$ cat src/inc/rx_access_pkg.sv
// Register map, reset values, field positions and timing counts
// Assumes a 100 MHz mclk and byte-wide registers.
package rx_access_pkg;
  // ----------------------------------------
  // Register offsets
  // ----------------------------------------
  localparam logic [7:0] A_PORT_CTL = 8'h0C;
  localparam logic [7:0] A_FWD_CTL = 8'h20;
  localparam logic [7:0] A_PAGE_SEL = 8'h4C;
  localparam logic [7:0] A_PORT_CFG = 8'h6D;
  localparam logic [7:0] A_EQ_CTL = 8'hD2;
  localparam logic [7:0] A_EQ_STAT = 8'hD3;
  localparam logic [7:0] A_EQ_THR = 8'hD4;
  localparam logic [7:0] A_EQ_RANGE = 8'hD5;
  localparam logic [7:0] A_DIRECT0 = 8'hF8;
  localparam logic [7:0] A_DIRECT3 = 8'hFB;
  // ----------------------------------------
  // Reset values and fields
  // ----------------------------------------
  localparam logic [3:0] RST_PORT_EN = 4'hF;
  localparam logic [7:0] RST_FWD = 8'h00;
  localparam logic [7:0] RST_EQ_CTL = 8'h60;
  localparam logic [7:0] RST_EQ_THR = 8'h10;
  localparam logic [7:0] RST_EQ_RANGE = 8'hF0;
  localparam logic [7:0] RST_DIRECT = 8'h00;
  localparam int EQ_RESTART_BIT = 0;
  localparam int EQ_FLOOR_EN_BIT = 2;
  localparam int EQ_RELOCK_LSB = 5;
  localparam int DIRECT_EN_BIT = 7;
  localparam logic [2:0] SRC_LOCAL = 3'h0;
  // ----------------------------------------
  // Timing
  // ----------------------------------------
  localparam int CLK_PERIOD_NS = 10;
  localparam int REF_LOSS_NS = 20000;
  localparam int REF_LOSS_CYC = REF_LOSS_NS / CLK_PERIOD_NS;
  localparam logic [5:0] REF_WIN_LAST = 6'h3F;
  // 64 reference edges: 23 MHz with 1% down spread .. 26 MHz +0.5%
  localparam logic [8:0] REF_WIN_MIN = 9'h0F4;
  localparam logic [8:0] REF_WIN_MAX = 9'h11A;

  typedef enum logic [1:0] {
    FMT_PACKET40 = 2'b00,
    FMT_RAW12_LF = 2'b01,
    FMT_RAW12_HF = 2'b10,
    FMT_RAW10 = 2'b11
  } link_format_t;

  typedef enum logic {
    EQ_SEARCH = 1'b0,
    EQ_LOCKED = 1'b1
  } eq_state_t;

  typedef struct packed {
    logic valid;
    logic write;
    logic [2:0] src;
    logic [6:0] dev;
    logic [7:0] addr;
    logic [7:0] wdata;
  } reg_req_t;

  typedef struct packed {
    logic valid;
    logic hit;
    logic [7:0] rdata;
  } reg_rsp_t;
endpackage

$ cat src/logic/rx_port_access_control.sv
// Port access control, reference clock supervision and equalizer relock
// Requests come decoded from the I2C target; src 0 is the local master,
// src 1..4 are accesses forwarded from remote link 0..3.
//
// What this block does
// - Per-port receiver disable bits at 0x0C
// - Only local master may write port disables
// - Page select picks port for shared address
// - Page select resets to requester's own port
// - Four programmable 7-bit direct port addresses
// - Direct addresses also reach shared registers
// - Forwarding off at reset, per-port enables
// - Strapped mode readable, overridable in 0x6D
// - Timers derived from reference clock
// - No reference edge for 20 us flags loss
// - Internal 25 MHz oscillator until reference valid
// - Tolerate spread-spectrum reference
// - Equalizer keeps monitoring while locked
// - Lock loss restarts equalizer search
// - Equalizer registers at 0xD2-0xD5
// - Per-port 40-bit or 28-bit raw format
`timescale 1ns/1ps
module rx_port_access_control #(
  parameter int N_PORTS = 4,
  parameter logic [6:0] DEV_ADDR = 7'h30, // arbitrary value
  parameter int REF_TICK_DIV = 256,
  parameter int OSC_TICK_DIV = 1024
) (
  input wire logic mclk,
  input wire logic resetn,
  input wire rx_access_pkg::reg_req_t req,
  output rx_access_pkg::reg_rsp_t rsp,
  input wire logic [1:0] strap_mode,
  input wire logic reference_input_clock,
  input wire logic [N_PORTS-1:0] port_lock,
  input wire logic [N_PORTS-1:0] port_err,
  output logic [N_PORTS-1:0] port_rx_enable,
  output logic [N_PORTS-1:0] fwd_active,
  output rx_access_pkg::link_format_t [N_PORTS-1:0] link_input_format,
  output logic [N_PORTS-1:0][3:0] eq_setting,
  output logic ref_lost,
  output logic use_int_osc,
  output logic timer_tick
);
  import rx_access_pkg::*;

  logic [N_PORTS-1:0] rx_en_q;
  logic [7:0] fwd_ctl_q;
  logic [1:0] page_q [N_PORTS+1];
  logic [7:0] dir_q [N_PORTS];
  logic [7:0] cfg_q [N_PORTS];
  logic [7:0] eqc_q [N_PORTS];
  logic [7:0] thr_q [N_PORTS];
  logic [7:0] rng_q [N_PORTS];
  logic [3:0] eq_set_q [N_PORTS];
  eq_state_t eq_st_q [N_PORTS];
  logic [N_PORTS-1:0] eq_restart;
  logic strap_done_q;
  logic dir_hit;
  logic [1:0] dir_port;
  logic [1:0] tgt;
  logic dev_hit;
  logic we;
  logic [7:0] rdata_d;
  logic known_d;
  logic [7:0] sel_cfg;

  // ----------------------------------------
  // Address decode
  // ----------------------------------------
  always_comb
  begin
    dir_hit = 1'b0;
    dir_port = 2'h0;
    for (int i = 0; i < N_PORTS; i++)
      if (dir_q[i][DIRECT_EN_BIT] && dir_q[i][6:0] == req.dev)
      begin
        dir_hit = 1'b1;
        dir_port = 2'(i);
      end
    tgt = dir_hit ? dir_port : page_q[req.src];
    dev_hit = req.valid && (dir_hit || req.dev == DEV_ADDR);
    we = dev_hit && req.write;
    sel_cfg = cfg_q[tgt];
  end

  // ----------------------------------------
  // Shared registers
  // ----------------------------------------
  always_ff @(posedge mclk or negedge resetn)
  begin
    if (!resetn)
      rx_en_q <= RST_PORT_EN;
    else if (we && req.addr == A_PORT_CTL && req.src == SRC_LOCAL)
      rx_en_q <= req.wdata[N_PORTS-1:0];
  end

  always_ff @(posedge mclk or negedge resetn)
  begin
    if (!resetn)
      fwd_ctl_q <= RST_FWD;
    else if (we && req.addr == A_FWD_CTL)
      fwd_ctl_q <= req.wdata;
  end

  // Each requester owns its page; a remote link starts on its own port
  for (genvar s = 0; s <= N_PORTS; s++)
  begin : g_page
    localparam logic [1:0] PAGE_RST = (s == 0) ? 2'h0 : 2'(s - 1);
    always_ff @(posedge mclk or negedge resetn)
    begin
      if (!resetn)
        page_q[s] <= PAGE_RST;
      else if (we && req.addr == A_PAGE_SEL && req.src == 3'(s))
        page_q[s] <= req.wdata[1:0];
    end
  end

  // ----------------------------------------
  // Per-port registers and equalizer
  // ----------------------------------------
  always_ff @(posedge mclk or negedge resetn)
  begin
    if (!resetn)
      strap_done_q <= 1'b0;
    else
      strap_done_q <= 1'b1;
  end

  for (genvar p = 0; p < N_PORTS; p++)
  begin : g_port
    logic pw;
    logic [8:0] dwell_q;
    logic [7:0] err_q;
    logic [8:0] limit;
    logic [3:0] floor;
    logic [3:0] eq_max;
    assign pw = we && tgt == 2'(p);
    assign limit = {eqc_q[p][7:EQ_RELOCK_LSB], 6'h3F};
    assign floor = eqc_q[p][EQ_FLOOR_EN_BIT] ? rng_q[p][3:0] : 4'h0;
    assign eq_max = rng_q[p][7:4];

    always_ff @(posedge mclk or negedge resetn)
    begin
      if (!resetn)
        dir_q[p] <= RST_DIRECT;
      else if (we && req.addr == A_DIRECT0 + 8'(p))
        dir_q[p] <= req.wdata;
    end

    // Strap taken once after release; software may then override it
    always_ff @(posedge mclk or negedge resetn)
    begin
      if (!resetn)
        cfg_q[p] <= 8'h00;
      else if (!strap_done_q)
        cfg_q[p] <= {6'h00, strap_mode};
      else if (pw && req.addr == A_PORT_CFG)
        cfg_q[p] <= req.wdata;
    end

    always_ff @(posedge mclk or negedge resetn)
    begin
      if (!resetn)
      begin
        eqc_q[p] <= RST_EQ_CTL;
        thr_q[p] <= RST_EQ_THR;
        rng_q[p] <= RST_EQ_RANGE;
      end
      else if (pw)
      begin
        // Restart is a strobe and never stored
        if (req.addr == A_EQ_CTL)
          eqc_q[p] <= req.wdata & ~8'h01;
        if (req.addr == A_EQ_THR)
          thr_q[p] <= req.wdata;
        if (req.addr == A_EQ_RANGE)
          rng_q[p] <= req.wdata;
      end
    end

    assign eq_restart[p] = (pw && req.addr == A_EQ_CTL && req.wdata[EQ_RESTART_BIT])
                           || !rx_en_q[p];

    always_ff @(posedge mclk or negedge resetn)
    begin
      if (!resetn)
      begin
        eq_st_q[p] <= EQ_SEARCH;
        eq_set_q[p] <= 4'h0;
        dwell_q <= 9'h000;
        err_q <= 8'h00;
      end
      else if (eq_restart[p] || (eq_st_q[p] == EQ_LOCKED && !port_lock[p]))
      begin
        eq_st_q[p] <= EQ_SEARCH;
        eq_set_q[p] <= floor;
        dwell_q <= 9'h000;
        err_q <= 8'h00;
      end
      else
      begin
        if (port_err[p] && err_q != 8'hFF)
          err_q <= err_q + 8'h01;
        if (timer_tick)
        begin
          dwell_q <= dwell_q + 9'h001;
          if (dwell_q == limit)
          begin
            dwell_q <= 9'h000;
            err_q <= 8'h00;
            case (eq_st_q[p])
              EQ_SEARCH:
                if (port_lock[p])
                  eq_st_q[p] <= EQ_LOCKED;
                else
                  eq_set_q[p] <= (eq_set_q[p] >= eq_max) ? floor : eq_set_q[p] + 4'h1;
              EQ_LOCKED:
                // Too many errors in a dwell window while below eq_max: step up and re-search
                if (err_q > thr_q[p] && eq_set_q[p] < eq_max)
                begin
                  eq_st_q[p] <= EQ_SEARCH;
                  eq_set_q[p] <= eq_set_q[p] + 4'h1;
                end
              default:
                eq_st_q[p] <= EQ_SEARCH;
            endcase
          end
        end
      end
    end

    always_ff @(posedge mclk or negedge resetn)
    begin
      if (!resetn)
      begin
        link_input_format[p] <= FMT_PACKET40;
        eq_setting[p] <= 4'h0;
      end
      else
      begin
        link_input_format[p] <= link_format_t'(cfg_q[p][1:0]);
        eq_setting[p] <= eq_set_q[p];
      end
    end

    AST_EQ_RELOCK: assert property (@(posedge mclk) disable iff (!resetn)
      eq_st_q[p] == EQ_LOCKED && !port_lock[p] |=> eq_st_q[p] == EQ_SEARCH
      && eq_set_q[p] == $past(floor))
      else $error("equalizer did not restart on lock loss");
    COV_EQ_LOCK: cover property (@(posedge mclk) disable iff (!resetn)
      $rose(eq_st_q[p] == EQ_LOCKED));
  end

  // ----------------------------------------
  // Read path
  // ----------------------------------------
  always_comb
  begin
    known_d = 1'b1;
    case (req.addr)
      A_PORT_CTL: rdata_d = 8'(rx_en_q);
      A_FWD_CTL: rdata_d = fwd_ctl_q;
      A_PAGE_SEL: rdata_d = {6'h00, page_q[req.src]};
      A_PORT_CFG: rdata_d = sel_cfg;
      A_EQ_CTL: rdata_d = eqc_q[tgt];
      A_EQ_STAT: rdata_d = {eq_st_q[tgt], 3'h0, eq_set_q[tgt]};
      A_EQ_THR: rdata_d = thr_q[tgt];
      A_EQ_RANGE: rdata_d = rng_q[tgt];
      default:
      begin
        rdata_d = 8'h00;
        known_d = req.addr >= A_DIRECT0 && req.addr <= A_DIRECT3;
        if (known_d)
          rdata_d = dir_q[2'(req.addr - A_DIRECT0)];
      end
    endcase
  end

  always_ff @(posedge mclk or negedge resetn)
  begin
    if (!resetn)
      rsp <= '0;
    else
    begin
      rsp.valid <= req.valid;
      rsp.hit <= dev_hit && known_d;
      rsp.rdata <= (dev_hit && !req.write) ? rdata_d : 8'h00;
    end
  end

  // ----------------------------------------
  // Reference clock supervision
  // ----------------------------------------
  logic ref_q;
  logic ref_edge;
  logic ref_rise;
  logic [11:0] gap_q;
  logic [5:0] win_edges_q;
  logic [8:0] win_cyc_q;
  logic ref_ok_q;
  logic [9:0] ref_div_q;
  logic [10:0] osc_div_q;

  assign ref_edge = reference_input_clock != ref_q;
  assign ref_rise = reference_input_clock && !ref_q;

  always_ff @(posedge mclk or negedge resetn)
  begin
    if (!resetn)
    begin
      ref_q <= 1'b0;
      gap_q <= 12'h000;
      ref_lost <= 1'b1;
    end
    else
    begin
      ref_q <= reference_input_clock;
      gap_q <= ref_edge ? 12'h000 : (ref_lost ? gap_q : gap_q + 12'h001);
      if (ref_edge)
        ref_lost <= 1'b0;
      else if (gap_q == 12'(REF_LOSS_CYC))
        ref_lost <= 1'b1;
    end
  end

  // Window bounds are wide enough that spread-spectrum modulation never
  // drops the reference, at the cost of coarse frequency checking
  always_ff @(posedge mclk or negedge resetn)
  begin
    if (!resetn)
    begin
      win_edges_q <= 6'h00;
      win_cyc_q <= 9'h000;
      ref_ok_q <= 1'b0;
    end
    else if (ref_lost)
    begin
      win_edges_q <= 6'h00;
      win_cyc_q <= 9'h000;
      ref_ok_q <= 1'b0;
    end
    else
    begin
      win_cyc_q <= (win_cyc_q == 9'h1FF) ? win_cyc_q : win_cyc_q + 9'h001;
      if (ref_rise)
      begin
        win_edges_q <= win_edges_q + 6'h01;
        if (win_edges_q == REF_WIN_LAST)
        begin
          ref_ok_q <= win_cyc_q >= REF_WIN_MIN && win_cyc_q <= REF_WIN_MAX;
          win_cyc_q <= 9'h000;
        end
      end
    end
  end

  always_ff @(posedge mclk or negedge resetn)
  begin
    if (!resetn)
      use_int_osc <= 1'b1;
    else
      use_int_osc <= !ref_ok_q || ref_lost;
  end

  // Timer base: reference edges when valid, else the backup oscillator rate
  always_ff @(posedge mclk or negedge resetn)
  begin
    if (!resetn)
    begin
      ref_div_q <= 10'h000;
      osc_div_q <= 11'h000;
      timer_tick <= 1'b0;
    end
    else
    begin
      timer_tick <= 1'b0;
      if (!use_int_osc)
      begin
        osc_div_q <= 11'h000;
        if (ref_rise)
        begin
          ref_div_q <= ref_div_q + 10'h001;
          if (ref_div_q == 10'(REF_TICK_DIV - 1))
          begin
            ref_div_q <= 10'h000;
            timer_tick <= 1'b1;
          end
        end
      end
      else
      begin
        ref_div_q <= 10'h000;
        osc_div_q <= osc_div_q + 11'h001;
        if (osc_div_q == 11'(OSC_TICK_DIV - 1))
        begin
          osc_div_q <= 11'h000;
          timer_tick <= 1'b1;
        end
      end
    end
  end

  // ----------------------------------------
  // Outputs
  // ----------------------------------------
  always_ff @(posedge mclk or negedge resetn)
  begin
    if (!resetn)
    begin
      port_rx_enable <= '0;
      fwd_active <= '0;
    end
    else
    begin
      port_rx_enable <= rx_en_q;
      fwd_active <= fwd_ctl_q[N_PORTS-1:0] & rx_en_q;
    end
  end

  // ----------------------------------------
  // Assertions
  // ----------------------------------------
  AST_PORT_CTL_LOCAL: assert property (@(posedge mclk) disable iff (!resetn)
    we && req.addr == A_PORT_CTL && req.src == SRC_LOCAL
    |=> ##1 port_rx_enable == $past(req.wdata[N_PORTS-1:0], 2))
    else $error("local port control write not applied");
  AST_PORT_CTL_REMOTE: assert property (@(posedge mclk) disable iff (!resetn)
    req.valid && req.write && req.src != SRC_LOCAL |=> $stable(rx_en_q))
    else $error("remote access changed port disables");
  AST_PAGE_DEFAULT: assert property (@(posedge mclk) disable iff (!resetn)
    !$past(resetn) |-> page_q[0] == 2'h0 && page_q[3] == 2'h2)
    else $error("page select reset value wrong");
  AST_PAGE_TARGET: assert property (@(posedge mclk) disable iff (!resetn)
    req.valid && !req.write && req.dev == DEV_ADDR && !dir_hit
    && req.addr == A_PORT_CFG |=> rsp.rdata == $past(sel_cfg))
    else $error("paged read returned wrong port");
  AST_DIRECT_SHARED: assert property (@(posedge mclk) disable iff (!resetn)
    dir_hit && req.valid && !req.write && req.addr == A_FWD_CTL
    |=> rsp.hit && rsp.rdata == $past(fwd_ctl_q))
    else $error("direct address missed shared register");
  AST_FWD_OFF: assert property (@(posedge mclk) disable iff (!resetn)
    (fwd_active & ~$past(fwd_ctl_q[N_PORTS-1:0])) == '0)
    else $error("forwarding without enable");
  AST_STRAP: assert property (@(posedge mclk) disable iff (!resetn)
    $rose(strap_done_q) |=> cfg_q[0][1:0] == $past(strap_mode, 2))
    else $error("strap mode not captured");
  AST_REF_LOSS: assert property (@(posedge mclk) disable iff (!resetn)
    gap_q == 12'(REF_LOSS_CYC) && !ref_edge |=> ref_lost ##1 use_int_osc)
    else $error("reference loss not flagged");
  COV_REMOTE_WRITE: cover property (@(posedge mclk) disable iff (!resetn)
    req.valid && req.write && req.src != SRC_LOCAL && req.addr == A_PORT_CTL);
  COV_REF_GOOD: cover property (@(posedge mclk) disable iff (!resetn)
    $fell(use_int_osc));
  COV_DIRECT: cover property (@(posedge mclk) disable iff (!resetn)
    dev_hit && dir_hit);
endmodule

$ cat config.mk
export PLATFORM = sky130hd
export DESIGN_NAME = rx_port_access_control
export DESIGN_NICKNAME = d
export VERILOG_FILES = /design/src/inc/rx_access_pkg.sv /design/src/logic/rx_port_access_control.sv
export SDC_FILE = /design/constraint.sdc
export NUM_CORES = 1
export LEC_CHECK = 0
export ABC_AREA = 1
export BUFFER_PORTS_ARGS = -buffer_cell sky130_fd_sc_hd__buf_2
export CAP_MARGIN = 40
export CORE_ASPECT_RATIO = 1.25
export CORE_MARGIN = 1
export CORE_UTILIZATION = 65
export CTS_CLUSTER_DIAMETER = 150
export DETAILED_ROUTE_END_ITERATION = 7
export GPL_TIMING_DRIVEN = 0
export PLACE_DENSITY = 0.91
export SYNTH_ARGS = -nofsm -noshare
export SYNTH_HDL_FRONTEND = slang
export SYNTH_SLANG_ARGS = --single-unit
export TNS_END_PERCENT = 5
$ cat constraint.sdc
create_clock -name mclk -period 5 [get_ports mclk]
set_input_delay 1 -clock mclk [delete_from_list [all_inputs] [get_ports mclk]]
set_output_delay 1 -clock mclk [all_outputs]
set_load 0.01 [all_outputs]
==> results of run 1 <==
power by group:
| group | internal, mW | leakage (nW) | switching (mW) |
|---|---|---|---|
| clock network | 1.55 | 0.580 | 1.20 |
| logic | 0.143 | 5.54 | 0.337 |
| registers | 3.04 | 4.73 | 0.0856 |
worst reg2reg max path, delay by kind of cell (launching register included):
kind	cells	cell delay, ns
flops	1	0.38
simple gates	13	1.49
buf+inv	3	0.85
compound gates	2	0.34
registers in the layout, indices dropped and copies added (netlist names), 6 cells and up:
register           cells
g_port.dwell_q        36
cfg_q                 32
dir_q                 32
g_port.err_q          32
thr_q                 32
eqc_q                 28
eq_set_q              16
eq_setting            16
g_port.eq_max         16
rng_q                 16
gap_q                 12
osc_div_q             11
page_q                10
ref_div_q             10
rsp                   10
win_cyc_q              9
fwd_ctl_q              8
link_input_format      8
win_edges_q            6
per-layer routing:
metal | vias to the layer above | GRT usage [%] | part of all wire (%)
met2 | 1023 | 65.30 | 48
met3 | 302 | 7.481 | 8.0
met4 | 4 | 27.03 | 7.5
li1 | 8714 | - | -
met5 | - | 0 | 0.040
met1 | 8991 | 45.75 | 37
synthesized netlist by cell type, types with 14 or more instances:
cell type | instances | area [um2]
nand2_1 | 899 | 3374
dfrtp_1 | 324 | 8108
inv_1 | 281 | 1055
o21ai_0 | 250 | 1251
nor2_1 | 235 | 882.1
nand3_1 | 106 | 530.5
a21oi_1 | 79 | 395.4
ha_1 | 68 | 850.8
clkbuf_1 | 45 | 168.9
nand4_1 | 43 | 269.0
dfstp_2 | 38 | 998.5
xor2_1 | 35 | 306.5
nor3_1 | 27 | 135.1
o21ai_1 | 26 | 130.1
inv_2 | 18 | 67.56
xnor2_1 | 17 | 148.9
buf_2 | 16 | 80.08
o22ai_1 | 14 | 87.58
final cells by class:
type / count / area share [%]
repair buffers: 85 / 2.180
inverters: 304 / 5.178
well taps: 401 / 2.277
clock inverters: 16 / 0.7324
flip-flops and latches: 362 / 41.32
clock buffers: 52 / 4.638
plain buffers: 72 / 1.504
multi-input cells: 1904 / 42.17
cell families (layout without fill, tap and decap cells):
logic type / after synthesis / count (layout) / synth area share (%)
adder cells (fa/ha/maj): 68 / 68 / 4.281
buffers and inverters: 376 / 529 / 7.410
AND/OR/NAND/NOR: 1368 / 1368 / 28.75
XOR/XNOR: 52 / 52 / 2.292
multiplexers: 4 / 4 / 0.2015
other: 1 / 1 / 0.01887
flip-flops: 362 / 362 / 45.82
AO/OA/AOI/OAI: 411 / 411 / 11.22
per-stage QoR:
stage | utilization [%] | hold slack, ns
3_5_place_dp | 69.25 | 0.3657
3_3_place_gp | 69.03 | 0.3718
6_report | 73.18 | 0.3899
4_1_cts | 73.18 | 0.3951
5_1_grt | 73.18 | 0.4029
2_1_floorplan | - | 0.3537
final timing paths:
| kind | from | endpoint | slack [ns] | cells after the start |
|---|---|---|---|---|
| max | req[17] | rsp[7] | 1.58 | 19 |
| min | cfg_q[8] | link_input_format[4] | 0.39 | 0 |
| max reg2reg | dir_q[30] | rsp[7] | 1.82 | 18 |
| min reg2reg | cfg_q[8] | link_input_format[4] | 0.39 | 0 |
| max in group asynchronous | resetn | cfg_q[22] | 3.33 | 2 |
| min in group asynchronous | resetn | g_port[0].dwell_q[2] | 0.53 | 1 |
==> flow_summary_export.csv, run 1 <==
group,metric,value,unit
cts,insertion_delay,0.56,ns
setup_path,critPathKind,"primary input to flop",
setup_path,worstPathArrival,3.83,ns
die,rows,71,
sta,setup_viol,0,
place,gp_congestion,0.9846,
cts,cts_tree,"yes",
sta,skew,0.02313,ns
sta,fmax,0.2928,GHz
setup_path,slowest_stage,"clkbuf_1",
drt,ant_nets,0,
yosys,async_reset_ff_share,100.0,%
cts,cts_max_path_buffers,3,
global_route,antenna_found_initial,2,
global_route,grt_pass1_wl,94400,um
setup_path,start_kind,"primary input",
cells_and_area,layout_common_cells,"nand2_1, dfrtp_1, inv_1",
yosys,syn_area,0.01987,mm2
cells_and_area,fin_area,0.02204,mm2
cells_and_area,multi_input_area,0.009294,mm2
place,post_dp_cell_area,0.02086,mm2
yosys,syn_area_per_cell,7.522,um2
run_status,run_status,"finished clean",
power_and_ir_drop,p_leak,10.86,nW
die,ios,86,
cells_and_area,mostFrequentLayoutCell,"nand2_1",
yosys,synth_ff_type,"dfrtp_1",
global_route,grt_pass1_vias,18650,
place,pre_cts_ws,1.182,ns
drt,via_per_inst,5.956,
die,initial_core_util,65.99,%
sta,tns,0,ns
place,numPortBuffers,83,
cells_and_area,final_cells,3196,
drt,drc_errors,0,
flow_run,cap_viol_max_count,0,
cells_and_area,layout.nets,2875,
sta,fin_ws,1.584,ns
sta,rsz0062_at_grt,"false",
sta,worst_pin_slew,0.9865,ns
cts,clk_pin_slew,0.06,ns
cells_and_area,regArea,0.009106,mm2
die,die_h,197.5,um
sta,fin_crit_sh,68.32,%
setup_path,cpMostUsedCell,"nand2_1",
cts,clkSinkCount,362,
setup_path,cp_top_family,"simple AND/OR/NAND/NOR gates",
cells_and_area,fill_cells,2247,
cells_and_area,antenna_cells,0,
cts,cts_setup_buffers,0,
cells_and_area,drive_gt1_share,9.410,%
sta,timing.final.hold_violations,0,
global_route,grt-ovfl-total,0,
worst_hold_path,hold_path.class,"flop to flop",
setup_path,cp_num_buf_inv,4,
sta,report.final.slew_viol_count,0,
setup_path,cp.required,5.41,ns
drt,first_pass_iters,6,
drt,drtIter0Drc,2069,
setup_path,end_kind,"flop",
yosys,syn_nets,2751,
cts,h-tree-depth,2,
sta,max_slew_margin,34.23,%
power_and_ir_drop,ir_worst_vdd,0.0002609,V
power_and_ir_drop,pwr_density_cell,288.0,mW/mm2
sta,finalCriticalPeriod,3.416,ns
cells_and_area,syn_to_final_growth,10.90,%
global_route,track_usage,39.32,%
drt,finalWirelength,59530,um
global_route,grt_start_max_net_pins,130,
setup_path,critPathMaxStageDelay,0.55,ns
place,hpwl,43240,um
cts,holdBufCountCts,0,
die,die-area,0.03128,mm2
setup_path,crit_chain,"buf_2 > inv_2 > nand2_1 > nand2_1 > nor2_1 > nand2_1 > nor2_1 > nor2_2 > nand3_2 > nand2_2 > buf_6 > clkbuf_1 > nand2_1 > o21ai_0 > nand2_1 > nand3_1 > nand2_1 > nor2_1 > a21oi_1",
yosys,yosysUniqueCellTypes,57,
place,dp.cells,3128,
cts,ctsResizeCount,0,
drt,routedWlPerCell,18.63,um
die,core_area,0.03012,mm2
power_and_ir_drop,power,6.346,mW
yosys,synth_cells,2642,
yosys,yosys_register_bits,362,
cts,cts_root_buffer,"clkbuf_16",
setup_path,cp_max_fo,10,
die,die_w,158.4,um
yosys,synth_edf_count,0,
drt,vias,19030,
yosys,ys_warn_count,0,
yosys,ys_seq_area_share,45.82,%
cts,cts_buffers,37,
No activity file was read; power rests on OpenSTA's default activity.
==> inputs of run 2 (changes only) <==
- CORE_UTILIZATION: 65 -> 56
- PLACE_DENSITY: 0.91 -> 0.84
- clock period: 5 -> 3.1 ns (I/O delays scaled with it)
==> flow_summary_export.csv, run 2 (synthesis results as in run 1) <==
group,metric,value,unit
run_status,run_status,"finished clean",
drt,first_pass_iters,6,
global_route,track_usage,33.31,%
sta,fin_crit_sh,98.00,%
power_and_ir_drop,p_leak,10.91,nW
die,die_h,212.6,um
sta,report.final.slew_viol_count,0,
global_route,grt_pass1_wl,92960,um
setup_path,r2r_end,"rx_en_q[2]",
power_and_ir_drop,power_switching,2.685,mW
power_and_ir_drop,power,10.49,mW
cts,cts_root_buffer,"clkbuf_16",
place,numPortBuffers,83,
drt,routedWlPerCell,17.95,um
cells_and_area,drive_gt1_share,9.854,%
die,rows,76,
worst_hold_path,hold_path.class,"primary input to async pin",
cells_and_area,syn_to_final_growth,12.03,%
cts,h-tree-depth,2,
cells_and_area,layout_common_cells,"nand2_1, dfrtp_1, inv_1",
setup_path,cp_max_fo,8,
power_and_ir_drop,pwr_density_cell,471.3,mW/mm2
cells_and_area,fill_cells,2964,
flow_run,cap_viol_max_count,0,
sta,finalCriticalPeriod,3.038,ns
sta,whs,0.03229,ns
power_and_ir_drop,p_seq_share,48.0,%
sta,setup_viol,0,
die,die-area,0.03625,mm2
cells_and_area,regMostFlops,"g_port.dwell_q",
setup_path,cp.required,3.48,ns
power_and_ir_drop,ir_worst_vdd,0.0004621,V
cells_and_area,regArea,0.009106,mm2
cts,cts_tree,"yes",
setup_path,r2r_setup_slack,0.06,ns
drt,drc_errors,0,
global_route,grt_start_max_net_pins,111,
cells_and_area,final_core_util,64.14,%
drt,vias,18520,
setup_path,r2r_start,"dir_q[21]",
cells_and_area,largest_register_ffs,36,
drt,drtIter0Drc,1938,
power_and_ir_drop,switching_share,25.59,%
global_route,antenna_found_initial,1,
setup_path,reg2reg_depth,12,
place,hpwl,43680,um
cts,cts_max_path_buffers,3,
cts,clkSinkCount,362,
sta,rsz0062_at_grt,"true",
sta,timing.final.hold_violations,0,
cts,insertion_delay,0.55,ns
sta,tns,0,ns
sta,max_slew_margin,35.25,%
sta,worst_pin_slew,0.9713,ns
setup_path,start_kind,"flop",
die,ios,86,
sta,fmax,0.3292,GHz
die,initial_core_util,57.26,%
setup_path,worstPathArrival,3.41,ns
power_and_ir_drop,combPwrFrac,7.5,%
setup_path,critPathKind,"flop to flop",
cts,clk_pin_slew,0.05,ns
cts,cts_setup_buffers,0,
place,gp_congestion,0.9998,
die,core_area,0.03471,mm2
setup_path,end_kind,"flop",
drt,finalWirelength,58680,um
cells_and_area,multi_input_area,0.009300,mm2
cts,holdBufCountCts,0,
global_route,grt_pass1_vias,17850,
power_and_ir_drop,clockPowerShare,44.5,%
die,die_w,170.5,um
cts,cts_buffers,39,
drt,via_per_inst,5.665,
drt,ant_nets,0,
cells_and_area,mostFrequentLayoutCell,"nand2_1",
cells_and_area,layout.nets,2879,
power_and_ir_drop,p_int,7.807,mW
global_route,grt-ovfl-total,0,
sta,skew,0.01904,ns
## run 2: how the worst max path moves through the flow
stage | to | depth (start not counted) | slack, ns | startpoint
finish | rx_en_q[2] | 12 | 0.06 | dir_q[21]
floorplan | eq_set_q[12] | 18 | 0.63 | req[18]
global route | rsp[5] | 18 | 0.007 | dir_q[10]
global placement | g_port[2].dwell_q[0] | 1 | -5.38 | resetn
CTS | rsp[3] | 18 | 0.10 | dir_q[21]
detailed placement | rsp[3] | 18 | -0.34 | req[19]
## run 2: per-stage QoR
stage,instances,worst slack [ns],area [um2]
after floorplan,2642,0.6343,19870
after global placement,3193,-5.375,20870
after detailed placement,3198,-0.3371,20990
after CTS,3270,0.1047,22250
after global routing,3269,0.006921,22260
final,3270,0.06187,22260
## run 2: layout make-up
type | count | area share (%)
well taps | 468 | 2.630
multi-input cells | 1904 | 41.77
clock inverters | 21 | 0.9554
inverters | 304 | 5.126
repair buffers | 88 | 2.383
flip-flops and latches | 362 | 40.90
clock buffers | 51 | 4.721
plain buffers | 71 | 1.495
diodes | 1 | 0.01124
## run 2: power by group through the flow
stage                     sequential [mW]  clock, mW  combinational (mW)
after floorplan                      5.09          0               0.432
after global placement               5.10          0               0.715
after detailed placement             5.12          0               0.770
after CTS                            5.04       4.71               0.776
after global routing                 5.06       4.90               0.877
final                                5.04       4.67               0.784
## run 2: metal layers
| layer | share of wire (%) | vias up | GRT usage, % |
|---|---|---|---|
| met5 | 0 | - | 0 |
| met4 | 6.5 | 0 | 19.70 |
| met3 | 6.5 | 233 | 4.281 |
| met2 | 48 | 827 | 56.70 |
| met1 | 39 | 8737 | 40.47 |
| li1 | - | 8726 | - |
## run 2: timing repair
action                                 4_1_cts  5_1_grt
endpoints found under the hold margin        0        0
setup endpoints to repair                    0        9
gates resized for setup                      0        7
## run 2: worst max-delay path: stages, from the launching register on
cell and delay, ns:
dfrtp_1 0.36, inv_1 0.11, nand2_1 0.09, nand2_1 0.06, nor2_1 0.10, nand2_1 0.05
nor2_1 0.32, nor2_2 0.12, nand3_2 0.14, nand3_4 0.20, nor2_1 0.32, nand2_1 0.35
o21ai_0 0.66
